## config.mk

```make
export PLATFORM = sky130hd
export DESIGN_NAME = nfh_host
export DESIGN_NICKNAME = d
export VERILOG_FILES = /design/src/verilog/nfh_pkg.sv /design/src/verilog/nfh_stream_if.sv /design/src/verilog/nfh_host.sv /design/src/verilog/nfh_fifo.sv /design/src/verilog/nfh_addr_pack.sv
export VERILOG_INCLUDE_DIRS = /design/src /design/src/verilog
export SDC_FILE = /design/constraint.sdc
export NUM_CORES = 1
export LEC_CHECK = 0
export BUFFER_PORTS_ARGS = -buffer_cell sky130_fd_sc_hd__buf_2
export CORE_UTILIZATION = 55
export CTS_CLUSTER_DIAMETER = 80
export DETAILED_ROUTE_END_ITERATION = 10
export GPL_TIMING_DRIVEN = 0
export PLACE_DENSITY = 0.76
export SETUP_SLACK_MARGIN = 0.05
export SYNTH_ARGS = -nofsm -noshare
export SYNTH_HDL_FRONTEND = slang
export SYNTH_HIERARCHICAL = 1
export SYNTH_SLANG_ARGS = --single-unit
```

## constraint.sdc

```tcl
create_clock -name clk -period 3.1 [get_ports clk]
set_clock_uncertainty 0.1 [all_clocks]
set_input_delay 0.31 -clock clk [delete_from_list [all_inputs] [get_ports clk]]
set_output_delay 0.31 -clock clk [all_outputs]
set_load 0.01 [all_outputs]
```

## src/verilog/nfh_defines.svh

```systemverilog
// Timing counts, field positions and constants for the NAND host port
`ifndef NFH_DEFINES_SVH
`define NFH_DEFINES_SVH
`define NFH_CLK_NS 10
`define NFH_T_SETUP_NS 20
`define NFH_T_SETUP_CYC ((`NFH_T_SETUP_NS + `NFH_CLK_NS - 1) / `NFH_CLK_NS)
`define NFH_T_PULSE_NS 20
`define NFH_T_PULSE_CYC ((`NFH_T_PULSE_NS + `NFH_CLK_NS - 1) / `NFH_CLK_NS)
`define NFH_ADDR_CYCLES 3'h5
`define NFH_COL_LO_MSB 7
`define NFH_PAGE_W 6
`define NFH_BLOCK_W 17
`define NFH_COL_W 12
`define NFH_PLANE_BIT 6
`define NFH_FIFO_DEPTH 8
`endif

```

## src/verilog/nfh_pkg.sv

```systemverilog
// Types shared by the NAND host port modules
package nfh_pkg;
  // Kind of bus cycle requested by the user side
  typedef enum logic [1:0] {
    NFH_OP_CMD = 2'h0,
    NFH_OP_ADDR = 2'h1,
    NFH_OP_WRITE = 2'h2,
    NFH_OP_READ = 2'h3
  } nfh_op_t;
  // Bus sequencer states, Gray along idle-setup-pulse-hold
  typedef enum logic [1:0] {
    NFH_IDLE = 2'b00,
    NFH_SETUP = 2'b01,
    NFH_PULSE = 2'b11,
    NFH_HOLD = 2'b10
  } nfh_state_t;
endpackage

```

## src/verilog/nfh_stream_if.sv

```systemverilog
// Valid/ready stream carrier between the host port modules
`timescale 1ns/1ps
interface nfh_stream_if #(parameter int WIDTH = 16);
  logic valid;
  logic ready;
  logic [WIDTH-1:0] data;
  modport src (output valid, output data, input ready);
  modport dst (input valid, input data, output ready);
endinterface

```

## src/verilog/nfh_host.sv

```systemverilog
// Host controller driving an asynchronous multiplexed NAND target
`timescale 1ns/1ps
`include "nfh_defines.svh"
module nfh_host
  import nfh_pkg::*;
#(
  parameter int DATA_W = 16,
  parameter int FIFO_DEPTH = `NFH_FIFO_DEPTH,
  parameter int SETUP_CYC = `NFH_T_SETUP_CYC,
  parameter int PULSE_CYC = `NFH_T_PULSE_CYC
) (
  input wire logic clk,
  input wire logic reset,
  input wire logic clk_en,
  input wire logic wide_mode,
  input wire logic req_valid,
  input wire nfh_op_t req_op,
  input wire logic [7:0] req_cmd,
  input wire logic [`NFH_COL_W-1:0] req_column,
  input wire logic [`NFH_PAGE_W-1:0] req_page,
  input wire logic [`NFH_BLOCK_W-1:0] req_block,
  input wire logic [DATA_W-1:0] req_wdata,
  input wire logic req_target,
  output logic req_ready,
  output logic rd_valid,
  output logic [DATA_W-1:0] rd_data,
  input wire logic rd_ready,
  input wire logic protect_req,
  input wire logic lock_strap_req,
  output logic target_busy,
  output logic plane_sel,
  output logic [1:0] target_sel_n,
  output logic cmd_latch,
  output logic addr_latch,
  output logic write_strobe_n,
  output logic read_strobe_n,
  output logic write_protect_n,
  output logic lock_strap,
  output logic [DATA_W-1:0] io_out,
  output logic io_oe,
  input wire logic [DATA_W-1:0] io_in,
  input wire logic ready_busy_n
);
  localparam int CW = 8;

  // ==========================================================
  // Pin synchronisers: three stages on ready/busy, change taken on 2nd==3rd; two stages on the bus
  logic [2:0] rb_sync_q;
  logic rb_q, rb_d;
  logic [DATA_W-1:0] io_s1_q, io_s2_q;

  always_comb begin
    rb_d = (rb_sync_q[1] == rb_sync_q[2]) ? rb_sync_q[2] : rb_q;
  end

  always_ff @(posedge clk) begin
    if (reset) begin
      rb_sync_q <= 3'h7;
      rb_q <= 1'b1;
      io_s1_q <= '0;
      io_s2_q <= '0;
    end else if (clk_en) begin
      rb_sync_q <= {rb_sync_q[1:0], ready_busy_n};
      rb_q <= rb_d;
      io_s1_q <= io_in;
      io_s2_q <= io_s1_q;
    end
  end

  // ==========================================================
  // Read data FIFO; full FIFO stalls read cycles
  nfh_stream_if #(.WIDTH(DATA_W)) fin ();
  nfh_stream_if #(.WIDTH(DATA_W)) fout ();

  nfh_fifo #(.WIDTH(DATA_W), .DEPTH(FIFO_DEPTH)) u_fifo (
    .clk(clk),
    .reset(reset),
    .clk_en(clk_en),
    .wr(fin),
    .rd(fout)
  );

  // ==========================================================
  // Address byte builder
  logic [2:0] acyc_q, acyc_d;
  logic [7:0] addr_byte;

  nfh_addr_pack u_pack (
    .wide_mode(wide_mode),
    .column_addr_bit(req_column),
    .page_addr_bit(req_page),
    .block_addr_bit(req_block),
    .cycle_idx(acyc_q),
    .addr_byte(addr_byte)
  );

  // ==========================================================
  // Bus cycle sequencer
  nfh_state_t st_q, st_d;
  nfh_op_t op_q, op_d;
  logic [CW-1:0] tmr_q, tmr_d;
  logic tgt_q, tgt_d;
  logic [DATA_W-1:0] wdat_q, wdat_d;
  logic [7:0] cmd_q, cmd_d;
  logic cap_q, cap_d;
  logic [DATA_W-1:0] cap_data_q, cap_data_d;
  logic accept;

  // Ready only when idle; FIFO room for a read gates accept, not req_ready
  function automatic logic can_take(input nfh_state_t s,
                                    input logic room);
    can_take = (s == NFH_IDLE) && room;
  endfunction

  // Byte or word on the bus, upper lines low for x8 use
  function automatic logic [DATA_W-1:0] lane(input logic [DATA_W-1:0] v,
                                             input logic wide);
    lane = wide ? v : {{(DATA_W-8){1'b0}}, v[7:0]};
  endfunction

  // A pending capture still owns a FIFO slot, so wait for its push
  assign accept = req_valid && !cap_q &&
                  can_take(st_q, fin.ready || (req_op != NFH_OP_READ));
  assign fin.valid = cap_q;
  assign fin.data = cap_data_q;
  assign fout.ready = rd_ready && !rd_valid;

  always_comb begin
    st_d = st_q;
    op_d = op_q;
    tmr_d = tmr_q;
    tgt_d = tgt_q;
    wdat_d = wdat_q;
    cmd_d = cmd_q;
    acyc_d = acyc_q;
    cap_d = 1'b0;
    cap_data_d = cap_data_q;
    unique case (st_q)
      NFH_IDLE: begin
        if (accept) begin
          op_d = req_op;
          tgt_d = req_target;
          cmd_d = req_cmd;
          wdat_d = lane(req_wdata, wide_mode);
          tmr_d = CW'(SETUP_CYC);
          st_d = NFH_SETUP;
        end
      end
      NFH_SETUP: begin
        // Latch lines settle before the strobe falls
        if (tmr_q <= 8'h01) begin
          tmr_d = CW'(PULSE_CYC);
          st_d = NFH_PULSE;
        end else begin
          tmr_d = tmr_q - 1'b1;
        end
      end
      NFH_PULSE: begin
        if (tmr_q <= 8'h01) begin
          tmr_d = CW'(SETUP_CYC);
          st_d = NFH_HOLD;
        end else begin
          tmr_d = tmr_q - 1'b1;
        end
      end
      NFH_HOLD: begin
        // Two-flop bus copy lags: it holds the next-to-last edge with strobe low
        if (op_q == NFH_OP_READ && tmr_q == CW'(SETUP_CYC)) begin
          cap_d = 1'b1;
          cap_data_d = lane(io_s2_q, wide_mode);
        end
        // Rising write strobe already happened; hold lines
        if (tmr_q <= 8'h01) begin
          st_d = NFH_IDLE;
          if (op_q == NFH_OP_ADDR) begin
            acyc_d = (acyc_q == `NFH_ADDR_CYCLES - 3'h1) ? 3'h0
                     : acyc_q + 3'h1;
          end else if (op_q == NFH_OP_CMD) begin
            acyc_d = 3'h0;
          end
        end else begin
          tmr_d = tmr_q - 1'b1;
        end
      end
    endcase
  end

  // ==========================================================
  // Pin values from next state so pins come from flip-flops
  logic [1:0] ce_n_d;
  logic cle_d, ale_d, we_n_d, re_n_d, oe_d;
  logic [DATA_W-1:0] io_d;
  logic busy_d, plane_d;
  logic rdv_d;
  logic [DATA_W-1:0] rdd_d;

  always_comb begin
    ce_n_d = 2'h3;
    cle_d = 1'b0;
    ale_d = 1'b0;
    we_n_d = 1'b1;
    re_n_d = 1'b1;
    oe_d = 1'b0;
    io_d = '0;
    if (st_d != NFH_IDLE) begin
      ce_n_d[tgt_d] = 1'b0;
      cle_d = (op_d == NFH_OP_CMD);
      ale_d = (op_d == NFH_OP_ADDR);
      if (op_d != NFH_OP_READ) begin
        // One shared bus for command, address and data
        oe_d = 1'b1;
        unique case (op_d)
          NFH_OP_CMD: io_d = lane({{(DATA_W-8){1'b0}}, cmd_d}, 1'b0);
          NFH_OP_ADDR: io_d = lane({{(DATA_W-8){1'b0}}, addr_byte}, 1'b0);
          default: io_d = wdat_d;
        endcase
        we_n_d = (st_d != NFH_PULSE);
      end else begin
        re_n_d = (st_d != NFH_PULSE);
      end
    end
    busy_d = !rb_q;
    plane_d = req_block[`NFH_PLANE_BIT - 6];
    rdv_d = rd_valid;
    rdd_d = rd_data;
    if (rd_valid && rd_ready) begin
      rdv_d = 1'b0;
    end
    if (fout.valid && fout.ready) begin
      rdv_d = 1'b1;
      rdd_d = fout.data;
    end
  end

  // ==========================================================
  // State and pin registers
  always_ff @(posedge clk) begin
    if (reset) begin
      st_q <= NFH_IDLE;
      op_q <= NFH_OP_CMD;
      tmr_q <= '0;
      tgt_q <= 1'b0;
      wdat_q <= '0;
      cmd_q <= 8'h00;
      acyc_q <= 3'h0;
      cap_q <= 1'b0;
      cap_data_q <= '0;
      target_sel_n <= 2'h3;
      cmd_latch <= 1'b0;
      addr_latch <= 1'b0;
      write_strobe_n <= 1'b1;
      read_strobe_n <= 1'b1;
      io_out <= '0;
      io_oe <= 1'b0;
      req_ready <= 1'b0;
      // Held low through reset: no stray program or erase
      write_protect_n <= 1'b0;
      lock_strap <= 1'b0;
      target_busy <= 1'b0;
      plane_sel <= 1'b0;
      rd_valid <= 1'b0;
      rd_data <= '0;
    end else if (clk_en) begin
      st_q <= st_d;
      op_q <= op_d;
      tmr_q <= tmr_d;
      tgt_q <= tgt_d;
      wdat_q <= wdat_d;
      cmd_q <= cmd_d;
      acyc_q <= acyc_d;
      cap_q <= cap_d;
      cap_data_q <= cap_data_d;
      target_sel_n <= ce_n_d;
      cmd_latch <= cle_d;
      addr_latch <= ale_d;
      write_strobe_n <= we_n_d;
      read_strobe_n <= re_n_d;
      io_out <= io_d;
      io_oe <= oe_d;
      req_ready <= can_take(st_d, 1'b1) && !accept;
      write_protect_n <= !protect_req;
      lock_strap <= lock_strap_req;
      target_busy <= busy_d;
      plane_sel <= plane_d;
      rd_valid <= rdv_d;
      rd_data <= rdd_d;
    end
  end
endmodule

```

## src/verilog/nfh_fifo.sv

```systemverilog
// Flip-flop FIFO with valid/ready on both sides
`timescale 1ns/1ps
module nfh_fifo #(
  parameter int WIDTH = 16,
  parameter int DEPTH = 8
) (
  input wire logic clk,
  input wire logic reset,
  input wire logic clk_en,
  nfh_stream_if.dst wr,
  nfh_stream_if.src rd
);
  localparam int AW = $clog2(DEPTH);
  // ==========================================================
  // Storage and pointers
  logic [WIDTH-1:0] mem_q [DEPTH];
  logic [AW-1:0] wp_q, wp_d, rp_q, rp_d;
  logic [AW:0] cnt_q, cnt_d;
  logic push, pop;

  // Advance with wrap, used by both pointers
  function automatic logic [AW-1:0] bump(input logic [AW-1:0] p);
    bump = (p == AW'(DEPTH - 1)) ? '0 : p + 1'b1;
  endfunction

  assign wr.ready = (cnt_q != (AW+1)'(DEPTH));
  assign rd.valid = (cnt_q != '0);
  assign rd.data = mem_q[rp_q];
  assign push = wr.valid && wr.ready;
  assign pop = rd.valid && rd.ready;

  // Next pointer and count values
  always_comb begin
    wp_d = push ? bump(wp_q) : wp_q;
    rp_d = pop ? bump(rp_q) : rp_q;
    cnt_d = cnt_q;
    if (push && !pop) begin
      cnt_d = cnt_q + 1'b1;
    end else if (pop && !push) begin
      cnt_d = cnt_q - 1'b1;
    end
  end

  // Registers only; data array has no reset on purpose
  always_ff @(posedge clk) begin
    if (reset) begin
      wp_q <= '0;
      rp_q <= '0;
      cnt_q <= '0;
    end else if (clk_en) begin
      wp_q <= wp_d;
      rp_q <= rp_d;
      cnt_q <= cnt_d;
    end
  end

  always_ff @(posedge clk) begin
    if (clk_en && push) begin
      mem_q[wp_q] <= wr.data;
    end
  end
endmodule

```

## src/verilog/nfh_addr_pack.sv

```systemverilog
// Packs column, page and block into the five address bytes
`timescale 1ns/1ps
`include "nfh_defines.svh"
module nfh_addr_pack
  import nfh_pkg::*;
(
  input wire logic wide_mode,
  input wire logic [`NFH_COL_W-1:0] column_addr_bit,
  input wire logic [`NFH_PAGE_W-1:0] page_addr_bit,
  input wire logic [`NFH_BLOCK_W-1:0] block_addr_bit,
  input wire logic [2:0] cycle_idx,
  output logic [7:0] addr_byte
);
  logic [11:0] col;
  // ==========================================================
  // Column legalised: wide option has an 11-bit column
  always_comb begin
    col = column_addr_bit;
    if (!wide_mode) begin
      if (col[11]) begin
        col[10:6] = 5'h00;
      end
    end else begin
      col[11] = 1'b0;
      if (col[10]) begin
        col[9:5] = 5'h00;
      end
    end
  end

  // Byte per cycle; bits outside the space driven low
  always_comb begin
    unique case (cycle_idx)
      3'h0: addr_byte = col[7:0];
      3'h1: addr_byte = {4'h0, col[11:8]};
      3'h2: addr_byte = {block_addr_bit[1:0], page_addr_bit};
      3'h3: addr_byte = block_addr_bit[9:2];
      3'h4: addr_byte = {7'h00, block_addr_bit[10]};
      default: addr_byte = 8'h00;
    endcase
  end
endmodule

```

Word level (Yosys, flattened, before mapping)
Memory sizes are Yosys's and may differ from the RTL's. A register that Yosys moved wholly into a read port is not among the register bits.
Index checks and enable logic that the tools add are counted.
{"block": "totals", "reg_bits": 132, "ramBits": 128, "in_bits": 87, "out_inout_bits": 45, "word_cells": 153, "memories": 1}
{"memory": "u_fifo.mem_q", "depth": 8, "width": 16, "read_ports": 1, "rd_clocked_by_memory_dff": 1, "wr": 1, "line": "nfh_fifo.sv:16", "text": "logic [WIDTH-1:0] mem_q [DEPTH];"}
{"block": "op_classes", "add_sub_neg": 6, "magnitude_cmp": 3, "n_eq_ne": 20, "muxes": 53, "n_bitwise": 1, "reduce_logical": 40}
{"op": "16-bit 2-to-1 mux", "n": 6}
{"op": "8-bit 2-to-1 mux", "n": 5}
{"op": "8-bit one-hot mux with 5 select lines", "n": 1}
{"op": "16-bit one-hot mux with 2 select lines", "n": 1}
{"op": "8-bit one-hot mux with 3 select lines", "n": 1}
{"op": "1-bit 2-to-1 mux", "n": 20}
{"op": "3-bit 2-to-1 mux", "n": 5}
{"op": "2-bit 2-to-1 mux", "n": 7}
{"op": "1-bit logical AND", "n": 13}
{"op": "4-bit 2-to-1 mux", "n": 3}
{"op": "5-bit 2-to-1 mux", "n": 2}
{"op": "2-bit != test (second input constant)", "n": 5}
{"op": "2-bit AND reduction", "n": 5}
{"op": "3-bit by 1-bit adder with 3-bit output (second input constant)", "n": 3}
{"op": "3-bit equality test (second input constant)", "n": 3}
{"op": "8-bit by 2-bit equality test with 1-bit output (second input constant)", "n": 1}
{"op": "8-bit by 1-bit <= comparator with 1-bit output (second input constant)", "n": 1}
{"op": "2-bit logical NOT", "n": 4}
{"op": "2-bit one-hot mux with 4 select lines", "n": 1}
{"op": "2-bit nonzero test", "n": 4}
{"op": "8-bit by 1-bit subtractor with 8-bit output (second input constant)", "n": 1}
{"op": "1-bit logical NOT", "n": 7}
{"op": "2-bit by 1-bit equality test with 1-bit output (second input constant)", "n": 3}
{"op": "2-bit equality test (second input constant)", "n": 3}
{"op": "16 further kinds", "n": 18}

Depth between registers and ports, before layout
Gate-level depths: netlist of the first run.
{"block": "logic_depth", "depth_word": 12, "ltp_mapped": 9, "mapped_depth_nobuf": 9}

Cells and area by module
Netlist of the first run, hierarchy kept.
{"mod": "nfh_host", "n_inst": 1, "cells_per_inst": 660, "area_each_um2": 5710.5, "seq_area_each_um2": 2762.6}
{"mod": "nfh_fifo", "n_inst": 1, "cells_per_inst": 258, "area_each_um2": 5595.4, "seq_area_each_um2": 4103.9}
{"mod": "nfh_addr_pack", "n_inst": 1, "cells_per_inst": 41, "area_each_um2": 292.8, "seq_area_each_um2": 0.0}

Worst setup path before layout of the first run
OpenSTA, ideal clock, no wires.
{"block": "synth_path", "path_type": "register to register", "startpoint": "register u_fifo.cnt_q[0]", "endpoint": "memory u_fifo.mem_q[0][0], enable pin", "setup_ps": 430, "arrival_ps": 2323, "t_required_ps": 2570, "setup_slack_ps": 247, "stages_incl_launch_ff": 4, "path_buffers": 0, "synth_period_minus_slack_ps": 2853, "cell_sequence": "dfxtp_1 > or4b_4 > nand3_2 > nor4_1"}
{"block": "synth_between", "elab_chain_cells": 5}
{"item": "from (decl)", "line": "nfh_fifo.sv:18", "text": "logic [AW:0] cnt_q, cnt_d;"}
{"item": "from (signal assigned)", "line": "nfh_fifo.sv:53", "text": "cnt_q <= cnt_d;"}
{"item": "4-bit != test", "line": "nfh_fifo.sv:26", "text": "assign wr.ready = (cnt_q != (AW+1)'(DEPTH));"}
{"item": "net fin.ready", "line": "nfh_stream_if.sv:5", "text": "logic ready;"}
{"item": "1-bit logical AND", "line": "nfh_fifo.sv:29", "text": "assign push = wr.valid && wr.ready;"}
{"item": "1-bit logical AND", "line": "nfh_fifo.sv:58", "text": "if (clk_en && push) begin"}
{"item": "1-bit 2-to-1 mux", "line": "nfh_fifo.sv:58"}
{"item": "1-bit 2-to-1 mux (implied by the code)", "line": "nfh_fifo.sv:59", "text": "mem_q[wp_q] <= wr.data;"}
{"item": "to (decl)", "line": "nfh_fifo.sv:16"}
The timed path passes the listed nets, and every way through them passes these cells.

Worst setup path after layout of the first run
{"block": "layout_path", "startpoint": "register u_fifo.cnt_q[1]", "endpoint": "register u_fifo.cnt_q[3]"}
{"block": "layout_between", "elab_chain_cells": 6, "elab_cells_between_ends": 14, "cone_classes": "add/sub (2); eq/ne (1); mux (2); reduce/logical (9)"}
{"item": "4-bit != test (*)", "line": "nfh_fifo.sv:26"}
{"item": "net fin.ready", "line": "nfh_stream_if.sv:5"}
{"item": "1-bit logical AND (*)", "line": "nfh_fifo.sv:29"}
{"item": "1-bit logical NOT", "line": "nfh_fifo.sv:39", "text": "end else if (pop && !push) begin"}
{"item": "1-bit logical AND", "line": "nfh_fifo.sv:39"}
{"item": "2-bit nonzero test (no source line)"}
{"item": "2-bit AND reduction (no source line)"}
Mark *: on every way through the listed nets, which the timed path passes. The rest lies on a longest branch. The select of a mux whose other input is x is not followed.
A chain may end at the register's enable or synchronous reset.

==> metrics.cfg, run 1 <==
[placement]
place.gp.congestion=0.858
hpwl_um=19000
port_buffers=125
dp_cells=1363

[sta]
max_freq_mhz=346
fin_crit_ns=2.89
worst_pin_slew_ns=0.980
slew_violations=0
setup_viol=0
relSlewSlack=0.343
rsz0062_at_grt=false
post-route-period-util=0.932
hold_viol_final=0

[clock_tree]
path_clk_slew_ns=0.06
htreeDepth=1
clk_latency_ns=0.55
cts_sinks=279
cts-buffers-inserted=28
cts_max_path_buffers=3
root_buffer=clkbuf_16
cts_tree=built

[power_and_ir_drop]
ir_drop_uv=441
power_density_nw_per_um2=573
power_mw=8.06
leakage_nw=5.20

[outcome]
status=completed

[detailed_routing]
drt_iter0_drc=664
ant_nets=0
num_vias=8386
totalWireLength_um=27900
drt-pass1-iter-count=5
vias_per_cell=5.75
wl_per_cell_um=19.1
drc=0

[layout]
n_antenna_cell=0
final_layout_size_suffix_gt1_frac=0.211
nNetsFinal=1266
multi_input_area_um2=4430
seq_area_um2=6870
final_cells=1458
nFillCells=1445
area_delta_synth_final_pct=21.2

[synth]
yosys_most_used_dff=dfxtp_1
synth_edf_count=128
synth_area_leaders=edfxtp_1 (33%), dfxtp_1 (26%), mux4_1 (6.3%)
synth_cell_types=72
yosys-top-cells-count=dfxtp_1 (151), nand2_1 (135), edfxtp_1 (128)
netlist_area_um2=11600
synth-seq-cells=279
syn_nets=1059
synthArstFlopShare=0
yosys.area.top_type=edfxtp_1
synth.avg_cell_area_um2=12.1
synth_cells=959
synthDominantCellAreaShare=0.331
yosysMostFrequentCell=dfxtp_1
ys_seq_area_frac=0.592
ys_warn_count=6

[critical_path]
worst-path-max-fanout=5
worst_setup_path_end_kind=register
cp.arrival_ns=3.22
worstPathRequired_ns=3.43
cp-start-kind=register
crit_type=register to register

[floorplan]
die_h_um=147
die_w_um=147
rows=52
die_area_um2=21700
coreArea_um2=20400
initial_utilization=0.568
boundaryPins=132

[global_route]
antenna_found_initial=0
grt_pass1_vias=8350
grt_usage=0.262
grt_first_pass_wirelength_um=44100
grt_max_degree=15
grt_overflow_total=0

[flow_run]
maxCapViolCount=0

[hold_path]
hold_path_class=input pin to register

worst paths after layout:
kind,cells past startpoint,slack (ns),startpoint,endpoint
max reg2reg,9,0.21,u_fifo/cnt_q[1]$_SDFFE_PP0P_,u_fifo/cnt_q[3]$_SDFFE_PP0P_
min reg2reg,2,0.35,rd_data[0]$_SDFFE_PP0P_,rd_data[0]$_SDFFE_PP0P_
min,3,0.04,req_wdata[11],wdat_q[11]$_SDFFE_PP0P_
max,9,0.21,u_fifo/cnt_q[1]$_SDFFE_PP0P_,u_fifo/cnt_q[3]$_SDFFE_PP0P_
power by group:
part | switching [mW] | internal, mW
registers | 0.0639 | 3.91
logic | 0.416 | 0.327
clock network | 1.37 | 1.97
total | 1.85 | 6.20
final cells by class:
cell class                 count  area share
sequential                   279       0.488
multi-input combinational    608       0.315
timing repair buffer         177      0.0823
clock buffer                  45      0.0605
tap                          270      0.0240
buffer                        59      0.0211
clock inverter                 7     0.00552
inverter                      13     0.00347
stage by stage:
stage	utilization	setup slack (ns)	instance area [um^2]	TNS, ns	hold slack (ns)
5_1_grt	0.688	0.0719	14100	0	0.0206
3_5_place_dp	0.622	0.225	12700	0	0.345
2_1_floorplan	-	0.247	11600	0	0.309
3_3_place_gp	0.615	-1.12	12600	-39.25	0.340
6_report	0.688	0.210	14100	0	0.0431
4_1_cts	0.688	0.217	14100	0	0.00470
kinds of logic after synthesis:
| family | Yosys count | share of synthesized area |
|---|---|---|
| AO/OA/AOI/OAI | 164 | 0.0944 |
| XOR/XNOR | 7 | 0.00529 |
| adder cells (fa/ha/maj) | 13 | 0.0147 |
| buffers and inverters | 72 | 0.0298 |
| flip-flops | 279 | 0.592 |
| multiplexers | 103 | 0.134 |
| AND/OR/NAND/NOR | 321 | 0.129 |
flip-flops by register name, indices dropped and copies added (netlist names), 3 cells and up, named ones only:
name / count
acyc_q: 3
cap_data_q: 16
cmd_q: 8
io_out: 16
io_s1_q: 16
io_s2_q: 16
rb_sync_q: 3
rd_data: 16
tmr_q: 8
u_fifo/cnt_q: 4
u_fifo/mem_q: 128
u_fifo/rp_q: 3
u_fifo/wp_q: 3
wdat_q: 16
routing by layer:
layer,up-vias,part of all wire,global-route usage
met2,330,0.49,0.451
li1,3978,-,-
met1,4034,0.42,0.339
met4,0,0.022,0.0804
met5,-,0,0
met3,44,0.062,0.0419
worst max-delay path, stage by stage, from the launching register on:
cell and delay, ns:
dfxtp_1 0.36, or4b_4 0.61, and2_1 0.22, ha_1 0.21, inv_1 0.13, ha_1 0.25
a21o_1 0.17, a21oi_1 0.17, mux2i_1 0.22, mux2_2 0.34
layout by cell type, fill, tap and decap left out, drive strengths merged, types with 7 or more instances in the layout:
cell type,n
a22o,8
a2bb2oi,9
nand3,54
mux2,18
a31oi,10
nor2,74
mux4,32
o2bb2ai,8
mux2i,53
buf,161
a211oi,9
dfxtp,151
clkbuf,77
dlygate4sd3,43
xnor2,7
nand2,135
a311oi,9
ha,12
edfxtp,128
a21oi,77
nor3,8
o21ai,11
inv,12
what timing repair did:
action | CTS | global route
setup buffers | 0 | 0
gates resized for setup | 0 | 1
setup endpoints to repair | 0 | 10
hold buffers | 43 | 0
hold endpoints to repair | 43 | 0
Note: power is estimated with default switching activity, not from simulation.
==> run 2, diff against run 1 <==
--- a/config.mk
+++ b/config.mk
@@ -8,3 +8,2 @@
 export LEC_CHECK = 0
-export BUFFER_PORTS_ARGS = -buffer_cell sky130_fd_sc_hd__buf_2
 export CORE_UTILIZATION = 55
@@ -12,4 +11,5 @@
 export DETAILED_ROUTE_END_ITERATION = 10
+export DONT_BUFFER_PORTS = 1
 export GPL_TIMING_DRIVEN = 0
-export PLACE_DENSITY = 0.76
+export PLACE_DENSITY = 0.7
 export SETUP_SLACK_MARGIN = 0.05
==> constraint.sdc (replaced) <==
create_clock -name clk -period 3.3 [get_ports clk]
set_clock_uncertainty 0.1 [all_clocks]
set_input_delay 0.66 -clock clk [delete_from_list [all_inputs] [get_ports clk]]
set_output_delay 0.66 -clock clk [all_outputs]
set_load 0.01 [all_outputs]
==> run 2 against run 1 <==
Combinational power is 27% lower. Sequential share of layout area is 4.1 points higher. Critical path depth is 3 lower. Critical path type unchanged. Highest routed layer unchanged.
==> metrics.cfg, run 2 (synthesis gave the netlist of run 1 again) <==
[outcome]
status=completed

[power_and_ir_drop]
power_density_nw_per_um2=569  ; -0.61%
p_comb_frac=0.074  ; -0.018
p_sw_mw=1.69  ; -8.8%
internal-power_mw=5.70  ; -8.1%
sw_frac_of_total=0.229  ; -0.00132
leakage_nw=4.46  ; -14%
p_clk_frac=0.419  ; +0.004
seqPwrFrac=0.507  ; +0.014
power_mw=7.39  ; -8.2%
ir_drop_uv=409  ; -7.2%

[sta]
fin_crit_ns=2.97  ; +0.0806 ns
slew_violations=0  ; unchanged
rsz0062_at_grt=false
final.setup.worst_slack_ns=0.330  ; +0.119 ns
max_freq_mhz=337  ; -2.7%
post-route-period-util=0.900  ; -0.0321
finalSetupTns_ns=0  ; unchanged
worst_pin_slew_ns=0.889  ; -0.0914 ns
timing.hold.ws_ns=0.117  ; +0.0735 ns
hold_viol_final=0  ; unchanged
relSlewSlack=0.404  ; +0.0613
setup_viol=0  ; unchanged

[critical_path]
endpoint=io_oe$_SDFFE_PP0P_
worst_r2r_path_depth=6  ; -3
cpMaxStageDelayCell=or4b_4
timing.critical_path.mode_cell=a21oi_1
slowest_delay_ns=0.61  ; about the same
critPathBufInv=0  ; -1
cp_num_cells=6  ; -3
worst-path-max-fanout=9  ; +4
r2r_slack_ns=0.33  ; +0.12 ns
critPathLaunch=u_fifo/cnt_q[1]$_SDFFE_PP0P_
crit_type=register to register
crit_chain=or4b_4 -> nand3b_1 -> a31oi_1 -> a21oi_1 -> nand2_1 -> a21oi_1
cp_top_family=simple AND/OR/NAND/NOR gates
r2r-end=io_oe$_SDFFE_PP0P_
worstPathRequired_ns=3.60  ; +0.17 ns
reg2reg_from=u_fifo/cnt_q[1]$_SDFFE_PP0P_
worst_setup_path_end_kind=register
cp.arrival_ns=3.27  ; +0.05 ns
cp-start-kind=register

[detailed_routing]
drc=0  ; unchanged
drt_iter0_drc=513  ; -23%
wl_per_cell_um=20.0  ; +4.6%
totalWireLength_um=25800  ; -7.5%
ant_nets=0  ; unchanged
drt-pass1-iter-count=5  ; unchanged
routedLengthMet1_um=11600  ; -1.1%
wl_met2_um=12100  ; -13%
num_vias=7597  ; -9.4%
vias_per_cell=5.89  ; +2.5%
top_layer_used=met4
wl_met3_um=1740  ; +0.40%

[clock_tree]
cts-buffers-inserted=28  ; unchanged
htreeDepth=1  ; unchanged
cts_sinks=279  ; unchanged
postCtsSetupBuffers=0  ; unchanged
root_buffer=clkbuf_16
cts_max_path_buffers=3  ; unchanged
postCtsResizedCells=0  ; unchanged
cts_hold_buf=0  ; -100%
cts_tree=built
clk_latency_ns=0.54  ; about the same
path_clk_slew_ns=0.06  ; about the same

[floorplan]
die_h_um=147  ; unchanged
rows=52  ; unchanged
die_w_um=147  ; unchanged
coreArea_um2=20400  ; unchanged
die_area_um2=21700  ; unchanged
initial_utilization=0.568  ; unchanged
boundaryPins=132  ; unchanged

[global_route]
grt_max_degree=17  ; +2
antenna_found_initial=0  ; unchanged
grt_pass1_vias=7451  ; -11%
grt_usage=0.242  ; -0.0198
grt_overflow_total=0  ; unchanged
grt_first_pass_wirelength_um=40800  ; -7.4%

[layout]
final_layout_size_suffix_gt1_frac=0.120  ; -0.0916
top_register=u_fifo/mem_q
final_area_um2=13000  ; -7.7%
multi_input_area_um2=4420  ; -0.14%
nNetsFinal=1098  ; -13%
area_delta_synth_final_pct=12.0
nFillCells=1613  ; +12%
largest_reg_flops=128  ; unchanged
final_common_cell=dfxtp_1
layout_common_cells=dfxtp_1 (151), nand2_1 (135), edfxtp_1 (128)
n_antenna_cell=0  ; unchanged
seq_area_um2=6870  ; unchanged

[flow_run]
maxCapViolCount=0  ; unchanged

[hold_path]
hold_path_class=input pin to register
whs_path_depth=1  ; -2

[placement]
dp_slack_ns=0.359  ; +0.135 ns
hpwl_um=18000  ; -5.4%
place.gp.congestion=0.852  ; -0.63%
placed_area_um2=12100  ; -4.8%
port_buffers=0  ; -100%

## run 2: cell types whose count changed in the layout (fill, tap and decap cells not counted), moves of 2 or more
cell           before  now
dlygate4sd3_1      43    0
clkinv_1            1    3
buf_2             135   10
buf_8               3    6
clkinv_2            3    5
clkbuf_2            5    2
clkbuf_16          30   28
buf_6              11    8
## run 2: power by group through the flow
stage	Sequential [mW]	Combinational, mW	Clock (mW)
after floorplan	3.81	0.424	0
after global placement	3.82	0.532	0
after detailed placement	3.82	0.540	0
after CTS	3.75	0.543	3.15
after global routing	3.76	0.603	3.28
final	3.75	0.545	3.10
## run 2: cell type report
type	instances	area share
clock buffer	40	0.0605
multi-input combinational	608	0.340
inverter	13	0.00376
buffer	59	0.0228
clock inverter	11	0.00896
timing repair buffer	9	0.00867
tap	270	0.0260
sequential	279	0.529
## run 2: worst register-to-register path, delay by kind of cell (launching register included)
family	cells	cell delay, ns
compound gates	3	1.05
simple gates	3	1.32
flops	1	0.37
## run 2: worst min path at each step
| stage | endpoint | from | slack, ns |
|---|---|---|---|
| after floorplan | cap_data_q[0]$_SDFFE_PP0P_ | io_s2_q[0]$_SDFFE_PP0P_ | 0.34 |
| after global placement | cmd_q[0]$_SDFFE_PP0P_ | cmd_q[0]$_SDFFE_PP0P_ | 0.34 |
| after detailed placement | cmd_q[6]$_SDFFE_PP0P_ | cmd_q[6]$_SDFFE_PP0P_ | 0.35 |
| after CTS | write_protect_n$_SDFFE_PP0P_ | protect_req | 0.10 |
| after global routing | write_protect_n$_SDFFE_PP0P_ | protect_req | 0.11 |
| final | write_protect_n$_SDFFE_PP0P_ | protect_req | 0.12 |
## run 2: metal layers
layer  track usage  up-vias
li1              -     3638
met1         0.338     3677
met2         0.392      250
met3        0.0463       32
met4        0.0541        0
met5             0        -
## run 2: stage by stage
step / std cells / util
2_1_floorplan: 959 / -
3_3_place_gp: 1229 / 0.584
3_5_place_dp: 1238 / 0.591
4_1_cts: 1289 / 0.636
5_1_grt: 1289 / 0.636
6_report: 1289 / 0.636
